--- src/core/lhp_pkg.sv ---
// Package for the display driver host bus port
package lhp_pkg;
    localparam int LHP_DATA_W = 8;
    localparam int LHP_SER_DATA_BIT = 7;
    localparam int LHP_SER_CLK_BIT = 6;
    localparam logic [7:0] LHP_RD_DATA_RST = 8'h00;
    localparam logic [2:0] LHP_BIT_CNT_RST = 3'h0;
    localparam logic [2:0] LHP_BIT_CNT_LAST = 3'h7;

    typedef struct packed {
        logic is_display;
        logic [7:0] data;
    } lhp_word_s;

    typedef enum logic {LHP_IDLE, LHP_ACTIVE} lhp_strobe_e;
endpackage

--- src/core/lhp_skid_buf.sv ---
// Two-entry buffer with valid and ready on both sides
`timescale 1ns/1ps
`default_nettype none
module lhp_skid_buf
    import lhp_pkg::*;
(
    input wire logic i_clock,
    input wire logic i_rst,
    input wire logic i_in_valid,
    output logic o_in_ready,
    input wire lhp_word_s i_in_word,
    output logic o_out_valid,
    input wire logic i_out_ready,
    output lhp_word_s o_out_word
);
    lhp_word_s mem_q [2];
    logic wr_ptr_q;
    logic rd_ptr_q;
    logic [1:0] count_q;
    wire push = i_in_valid && o_in_ready;
    wire pop = o_out_valid && i_out_ready;

    assign o_in_ready = (count_q != 2'h2);
    assign o_out_valid = (count_q != 2'h0);
    assign o_out_word = mem_q[rd_ptr_q];

    always_ff @(posedge i_clock or posedge i_rst) begin
        if (i_rst) begin
            wr_ptr_q <= 1'b0;
            rd_ptr_q <= 1'b0;
            count_q <= 2'h0;
            mem_q[0] <= '0;
            mem_q[1] <= '0;
        end else begin
            if (push) begin
                mem_q[wr_ptr_q] <= i_in_word;
                wr_ptr_q <= ~wr_ptr_q;
            end
            if (pop) begin
                rd_ptr_q <= ~rd_ptr_q;
            end
            count_q <= count_q + {1'b0, push} - {1'b0, pop};
        end
    end
endmodule
`default_nettype wire

--- src/core/lhp_host_port.sv ---
// Host bus port: 8080/6800 parallel or two-wire serial input
`timescale 1ns/1ps
`default_nettype none
module lhp_host_port
    import lhp_pkg::*;
#(
    parameter int DATA_W = LHP_DATA_W
)
(
    input wire logic i_clock,
    input wire logic i_rst,
    input wire logic i_init_low_input_n,
    input wire logic i_chip_select_low_n,
    input wire logic i_chip_select_high,
    input wire logic i_host_bus_style_select,
    input wire logic i_serial_parallel_select,
    input wire logic i_data_command_select,
    input wire logic i_read_strobe,
    input wire logic i_store_strobe,
    input wire logic [7:0] i_host_data_bus,
    output logic [7:0] o_host_data_bus,
    output logic o_host_data_bus_oe,
    input wire logic [7:0] i_read_data,
    output logic o_read_fetch,
    output logic o_word_valid,
    input wire logic i_word_ready,
    output lhp_word_s o_word,
    output logic o_in_init,
    output logic o_overrun
);
    // *****************************************
    // Checks
    // *****************************************
    if (DATA_W != 8) begin : g_bad_width
        $error("Only an 8-bit host bus is supported");
    end

    // *****************************************
    // Decode
    // *****************************************
    wire in_init = !i_init_low_input_n;
    wire selected = !i_chip_select_low_n && i_chip_select_high;
    wire par_mode = i_serial_parallel_select;
    wire style_6800 = i_host_bus_style_select;
    // Strobe active level per style
    wire rd_act_8080 = !i_read_strobe;
    wire wr_act_8080 = !i_store_strobe;
    wire en_6800 = i_read_strobe;
    wire read_act = selected && par_mode && !in_init &&
        (style_6800 ? (en_6800 && i_store_strobe) : rd_act_8080);
    wire write_act = selected && par_mode && !in_init &&
        (style_6800 ? (en_6800 && !i_store_strobe) : wr_act_8080);
    wire ser_data = i_host_data_bus[LHP_SER_DATA_BIT];
    wire ser_clk = i_host_data_bus[LHP_SER_CLK_BIT];

    // *****************************************
    // State
    // *****************************************
    lhp_strobe_e wr_state_q;
    lhp_strobe_e wr_state_d;
    logic rd_act_q;
    logic ser_clk_q;
    logic [2:0] bit_cnt_q;
    logic [6:0] shift_q;
    logic [7:0] rd_data_q;
    logic overrun_q;
    logic in_valid;
    logic in_ready;
    lhp_word_s in_word;
    logic [7:0] wr_byte_q;
    logic wr_dc_q;

    // Write taken at end of strobe, when host data is surely settled
    // Init cutting a strobe must not push a half-taken byte
    wire wr_end = (wr_state_q == LHP_ACTIVE) && !write_act && !in_init;
    wire ser_rise = selected && !par_mode && !in_init && ser_clk && !ser_clk_q;
    wire ser_done = ser_rise && (bit_cnt_q == LHP_BIT_CNT_LAST);

    always_comb begin
        wr_state_d = wr_state_q;
        unique case (wr_state_q)
            LHP_IDLE: begin
                if (write_act) begin
                    wr_state_d = LHP_ACTIVE;
                end
            end
            LHP_ACTIVE: begin
                if (!write_act) begin
                    wr_state_d = LHP_IDLE;
                end
            end
        endcase
    end

    assign in_valid = wr_end || ser_done;
    assign in_word.is_display = ser_done ? i_data_command_select : wr_dc_q;
    assign in_word.data = ser_done ? {shift_q, ser_data} : wr_byte_q;

    always_ff @(posedge i_clock or posedge i_rst) begin
        if (i_rst) begin
            wr_state_q <= LHP_IDLE;
            rd_act_q <= 1'b0;
            ser_clk_q <= 1'b0;
            bit_cnt_q <= LHP_BIT_CNT_RST;
            shift_q <= '0;
            rd_data_q <= LHP_RD_DATA_RST;
            overrun_q <= 1'b0;
            wr_byte_q <= '0;
            wr_dc_q <= 1'b0;
        end else begin
            wr_state_q <= in_init ? LHP_IDLE : wr_state_d;
            rd_act_q <= read_act;
            ser_clk_q <= ser_clk;
            if (write_act) begin
                wr_byte_q <= i_host_data_bus;
                wr_dc_q <= i_data_command_select;
            end
            if (in_init || !selected || par_mode) begin
                bit_cnt_q <= LHP_BIT_CNT_RST;
            end else if (ser_rise) begin
                shift_q <= {shift_q[5:0], ser_data};
                bit_cnt_q <= bit_cnt_q + 3'h1;
            end
            if (read_act && !rd_act_q) begin
                rd_data_q <= i_read_data;
            end
            if (in_init) begin
                overrun_q <= 1'b0;
            end else if (in_valid && !in_ready) begin
                overrun_q <= 1'b1;
            end
        end
    end

    // Read data is fetched once per strobe, at its start
    assign o_read_fetch = read_act && !rd_act_q;
    assign o_host_data_bus = rd_data_q;
    // Drive only in the selected read window; combinational for bus release
    assign o_host_data_bus_oe = read_act && rd_act_q;
    assign o_in_init = in_init;
    assign o_overrun = overrun_q;

    lhp_skid_buf u_buf (
        .i_clock(i_clock),
        .i_rst(i_rst),
        .i_in_valid(in_valid),
        .o_in_ready(in_ready),
        .i_in_word(in_word),
        .o_out_valid(o_word_valid),
        .i_out_ready(i_word_ready),
        .o_out_word(o_word)
    );
endmodule
`default_nettype wire

--- config.mk ---
export PLATFORM = sky130hd
export DESIGN_NAME = lhp_host_port
export DESIGN_NICKNAME = d
export VERILOG_FILES = /design/src/core/lhp_pkg.sv /design/src/core/lhp_skid_buf.sv /design/src/core/lhp_host_port.sv
export SDC_FILE = /design/constraint.sdc
export NUM_CORES = 1
export LEC_CHECK = 0
export ABC_AREA = 1
export BUFFER_PORTS_ARGS = -buffer_cell sky130_fd_sc_hd__buf_2
export CAP_MARGIN = 20
export CORE_MARGIN = 2
export CORE_UTILIZATION = 50
export DETAILED_ROUTE_END_ITERATION = 8
export HOLD_SLACK_MARGIN = 0.05
export MAX_ROUTING_LAYER = met4
export PLACE_DENSITY = 0.81
export SYNTH_ARGS = -nofsm -noshare
export SYNTH_HDL_FRONTEND = slang
export SYNTH_SLANG_ARGS = --single-unit
--- constraint.sdc ---
create_clock -name i_clock -period 3.7 [get_ports i_clock]
set_input_delay 0.74 -clock i_clock [delete_from_list [all_inputs] [get_ports i_clock]]
set_output_delay 0.74 -clock i_clock [all_outputs]
set_load 0.03 [all_outputs]
### Yosys cells after proc, flatten, opt, wreduce, memory -nomap -nowiden

Index checks and enable logic that the tools add are counted.

* register bits: 53
* input bits: 27
* output and inout port bits: 22
* word-level logic and storage cells: 82

* add/sub/neg operators: 3
* $lt $le $gt $ge: 3
* equal/unequal tests: 3
* mux-type cells: 16
* bitwise logic cells: 5
* reductions and logical operators: 36

Operator list (number)
* 2-to-1 mux 9 bit: 4
* logical AND 1 bit: 20
* bitwise mux 18 bit: 1
* zero test 1 bit: 10
* demux 9 bit (select 1 bit): 1
* 2-to-1 mux 8 bit: 1
* 2-to-1 mux 1 bit: 7
* 2-to-1 mux 3 bit: 2
* greater-or-equal comparator 2 bit (second input constant): 2
* NOT 1 -> 2 bit: 2
* nonzero test 2 bit: 2
* adder 3 x 1 -> 3 bit (second input constant): 1
* equality test 3 bit (second input constant): 1
* logical OR 1 bit: 3
* NOT 1 bit: 3
* adder 2 x 1 -> 2 bit: 1
* < comparator 2 x 1 -> 1 bit (second input constant): 1
* inequality test 2 x 1 -> 1 bit (second input constant): 1
* inequality test 2 bit (second input constant): 1
* AND reduction 2 bit: 1
* subtractor 2 x 1 -> 2 bit: 1

### Longest topological paths before layout

* depth after elaboration: 12
* gate-level depth with buffers: 9
* mapped depth without buffers: 9

### By module

Synthesis repeated with hierarchy kept, for this count alone.

* cells, all modules: 307
* area total of the unflattened synthesis: 2646.3 um^2

Modules (own cells, without submodules)
* lhp_host_port: instances 1, cells each 170, area each 1536.5 um^2, seq. area each 775.7 um^2
* lhp_skid_buf: instances 1, cells each 137, area each 1109.8 um^2, seq. area each 550.5 um^2

### Least setup slack after synthesis

No wires, ideal clock.

* path type: input port to output port
* start point: input port i_store_strobe
* end point: output port o_host_data_bus_oe
* arrival: 1693 ps
* data required time: 2960 ps
* setup slack: 1267 ps
* stages: 4
* buffers on the path: 0
* cells stage by stage: inv_1 > o21ai_0 > o21ai_0 > nor3_1

* longest elaborated chain between the ends: 4

Ends and longest elaborated chain
* start: declaration: line lhp_host_port.sv:19 `input wire logic i_store_strobe,`
* logical AND 1 bit: line lhp_host_port.sv:50 `(style_6800 ? (en_6800 && i_store_strobe) : rd_act_8080);`
* 2-to-1 mux 1 bit: line lhp_host_port.sv:50
* logical AND 1 bit: line lhp_host_port.sv:49 `wire read_act = selected && par_mode && !in_init &&`
* logical AND 1 bit: line lhp_host_port.sv:139 `assign o_host_data_bus_oe = read_act && rd_act_q;`
* end: declaration: line lhp_host_port.sv:22 `output logic o_host_data_bus_oe,`

Every way passes these cells.

### Final worst setup path

* start point: input port i_chip_select_low_n
* end point: output port o_read_fetch

* longest elaborated chain between the ends: 6

Ends and longest elaborated chain
* start: declaration: line lhp_host_port.sv:13 `input wire logic i_chip_select_low_n,`
* zero test 1 bit: line lhp_host_port.sv:42 `wire selected = !i_chip_select_low_n && i_chip_select_high;`
* logical AND 1 bit: line lhp_host_port.sv:42
* logical AND 1 bit (3 in series): line lhp_host_port.sv:49
* via read_act: line lhp_host_port.sv:49
* logical AND 1 bit: line lhp_host_port.sv:136 `assign o_read_fetch = read_act && !rd_act_q;`
* end: declaration: line lhp_host_port.sv:24 `output logic o_read_fetch,`

The timed path passes the listed nets, and every way through them passes these cells.

==> qor.csv <==
stage;metric;value;unit
cells_and_area;drive_above_1_share;28.5;%
setup_path;cp_data_required_time;2.96;ns
route;wl_per_cell;12.8;um
synthesis;synth_edf_count;0;
setup_path;start_kind;primary input;
sta;setup_viol_count_final;0;
global_routing;grt.total_usage;20.5;%
cts;post_cts_resized;0;
place;placedCellCount;374;
cells_and_area;layout_common_cells;nand2_1 (102), dfrtp_1 (53), buf_2 (48), nand4_1 (28), inv_1 (13);
synthesis;synthCells;268;
setup_path;endpoint;o_read_fetch;
sta;fin_crit;2.53;ns
floorplan;core;0.00482;mm^2
global_routing;grt_max_degree;54;
cts;path_clk_slew;0.09;ns
power;p_per_area;540;mW/mm^2
setup_path;path_class;primary input to output port;
setup_path;worstPathArrival;1.79;ns
place;dpl.hpwl;3500;um
cells_and_area;final_cells;383;
global_routing;grt_overflow;0;
floorplan;io_pins;49;
setup_path;cpPeakStageDelay;0.22;ns
place;io_buffers;48;
cells_and_area;final_common_cell;nand2_1;
sta;worst_pin_slew;0.739;ns
synthesis;ys.warnings.count;0;
cts;numCtsBuffers;5;
floorplan;die_h;75.3;um
setup_path;setup.worst_path.start;i_chip_select_low_n;
route;dr.pass1.iters;4;
global_routing;antenna_found_initial;0;
cts;tritoncts;done;
route;routed.top_layer;met4;
power;total_leakage_power;1.62;nW
synthesis;syn_area_per_cell;9.48;um^2
setup_path;end_kind;output port;
floorplan;dieArea;0.00567;mm^2
route;drt-total-wl;4920;um
setup_path;ff2ff_setup_slack;1.73;ns
setup_path;crit_slowest_cell;buf_2;
sta;hold_violations;0;
setup_path;cp_max_fo;9;
sta;setup_tns;0;ns
cts;ctsHoldBuffers;0;
setup_path;worstRegToRegCells;7;
sta;fin_skew;0.00572;ns
floorplan;die_x;75.3;um
power;finalPower;1.58;mW
synthesis;ys_ff_latch;53;
outcome;status;finished, final reports clean;
setup_path;r2r_end;u_buf.mem_q[4];
cts;clkLatencyLatePin;0.30;ns
setup_path;crit_chain;buf_2 -> inv_1 -> nand4_2 -> nor2_2 -> nand2_2 -> inv_2 -> buf_2;
route;drtIter0Drc;196;
cts;cts_max_level;2;
sta;slew_headroom;50.7;%
route;met2_length;2480;um
route;vias;1971;
route;drc;0;
cells_and_area;synthToLayoutAreaGrowth;14.9;%
power;ir_drop;0.312;mV
route;dr_wl_met3;164;um
synthesis;ys_seq_area_share;52.2;%
sta;fin_crit_sh;68.4;%
cells_and_area;nFillCells;431;
synthesis;synthFlopType;dfrtp_1;
place;place_congestion;0.786;
cells_and_area;antenna_cells;0;
flow_run;max-cap-violations;0;
route;met1_length;2210;um
cts;post_cts_buffers;0;
cts;clk_path_buf_depth;2;
cts;clk_root_buffer_cell;clkbuf_8;
floorplan;initial_core_util;52.8;%
synthesis;syn_area;0.00254;mm^2
synthesis;synthArstFlopShare;100;%
floorplan;fp-row-count;25;
setup_path;worstReg2RegStart;bit_cnt_q[0];
global_routing;first_global_vias;1923;
sta;finalMaxSlewViolations;0;
min_path;hold_class;primary input to async pin;
cts;clock_sink_count;53;
synthesis;ys_types;34;
cells_and_area;nets;345;
route;avgViaCountPerCell;5.15;
synthesis;syn-num-nets;298;
sta;rsz0062_at_grt;false;
sta;fmax;395;MHz
global_routing;grt_pass1_wl;8760;um
setup_path;crit_top_cell;buf_2;
route;ant_nets;0;
-- worst min-delay path by stage --
stage / depth (start not counted) / startpoint / endpoint
finish: 2 / i_rst / rd_act_q
global route: 2 / i_rst / wr_byte_q[6]
CTS: 2 / u_buf.mem_q[6] / u_buf.mem_q[6]
detailed placement: 2 / u_buf.mem_q[6] / u_buf.mem_q[6]
global placement: 2 / u_buf.mem_q[7] / u_buf.mem_q[7]
floorplan: 2 / u_buf.mem_q[0] / u_buf.mem_q[0]
-- worst max-delay path: cells and delay by family --
family                 cells  cell delay [ns]
buffers and inverters      4             0.59
AND/OR/NAND/NOR            3             0.46
-- logic make-up (layout without fill, tap and decap cells) --
kind of cell | count (synthesis) | count (layout) | share of synthesized area (%)
adders and majority gates | 3 | 3 | 1.48
AOI/OAI and AO/OA | 14 | 14 | 3.45
buffers and inverters | 29 | 77 | 5.56
muxes | 16 | 16 | 7.09
DFF | 53 | 53 | 52.2
and+or+nand+nor | 151 | 151 | 29.5
xor gates and xnor gates | 2 | 2 | 0.689
-- cell usage after synthesis, types with 3 or more instances --
master / number / area share (%)
buf_2: 4 / 0.79
dfrtp_1: 53 / 52
ha_1: 3 / 1.5
inv_1: 14 / 2.1
inv_2: 5 / 0.74
mux2_1: 5 / 2.2
mux2_2: 11 / 4.9
nand2_1: 102 / 15
nand4_1: 28 / 6.9
nor2_1: 4 / 0.59
nor2_2: 3 / 0.74
o21ai_1: 6 / 1.2
-- final cells by class --
class | count | area, um^2 | area share, %
multi-input cells | 186 | 1070 | 36.8
flip-flops and latches | 53 | 1330 | 45.4
repair buffers | 49 | 260 | 8.91
inverters | 20 | 75.1 | 2.57
well taps | 67 | 83.8 | 2.87
clock buffers | 7 | 96.3 | 3.30
clock inverters | 1 | 5.00 | 0.171
-- power breakdown --
group,internal (mW),switching [mW]
sequential,0.683,0.0936
combinational,0.155,0.296
clock,0.169,0.181
total,1.01,0.571
-- sequential cells by signal (all words and copies together), names as in the netlist, 2 cells and up --
| signal | cells |
|---|---|
| bit_cnt_q | 3 |
| o_host_data_bus | 8 |
| shift_q | 7 |
| u_buf.count_q | 2 |
| u_buf.mem_q | 18 |
| wr_byte_q | 8 |
-- metrics by stage --
stage	hold slack, ns	utilization, %	area (um^2)	setup WS [ns]
after floorplan	0.444	-	2540	1.27
after detailed placement	0.461	58.1	2800	1.16
after CTS	0.486	60.2	2900	1.15
final	0.412	60.6	2920	1.17
after global placement	0.456	58.1	2800	1.24
after global routing	0.439	60.6	2920	1.02
-- layer usage --
metal | track usage [%] | vias up
met5 | - | -
met4 | 5.07 | 0
met3 | 3.17 | 7
met2 | 33.6 | 46
met1 | 27.0 | 938
li1 | - | 980
Note: power is estimated with default switching activity, not from simulation.
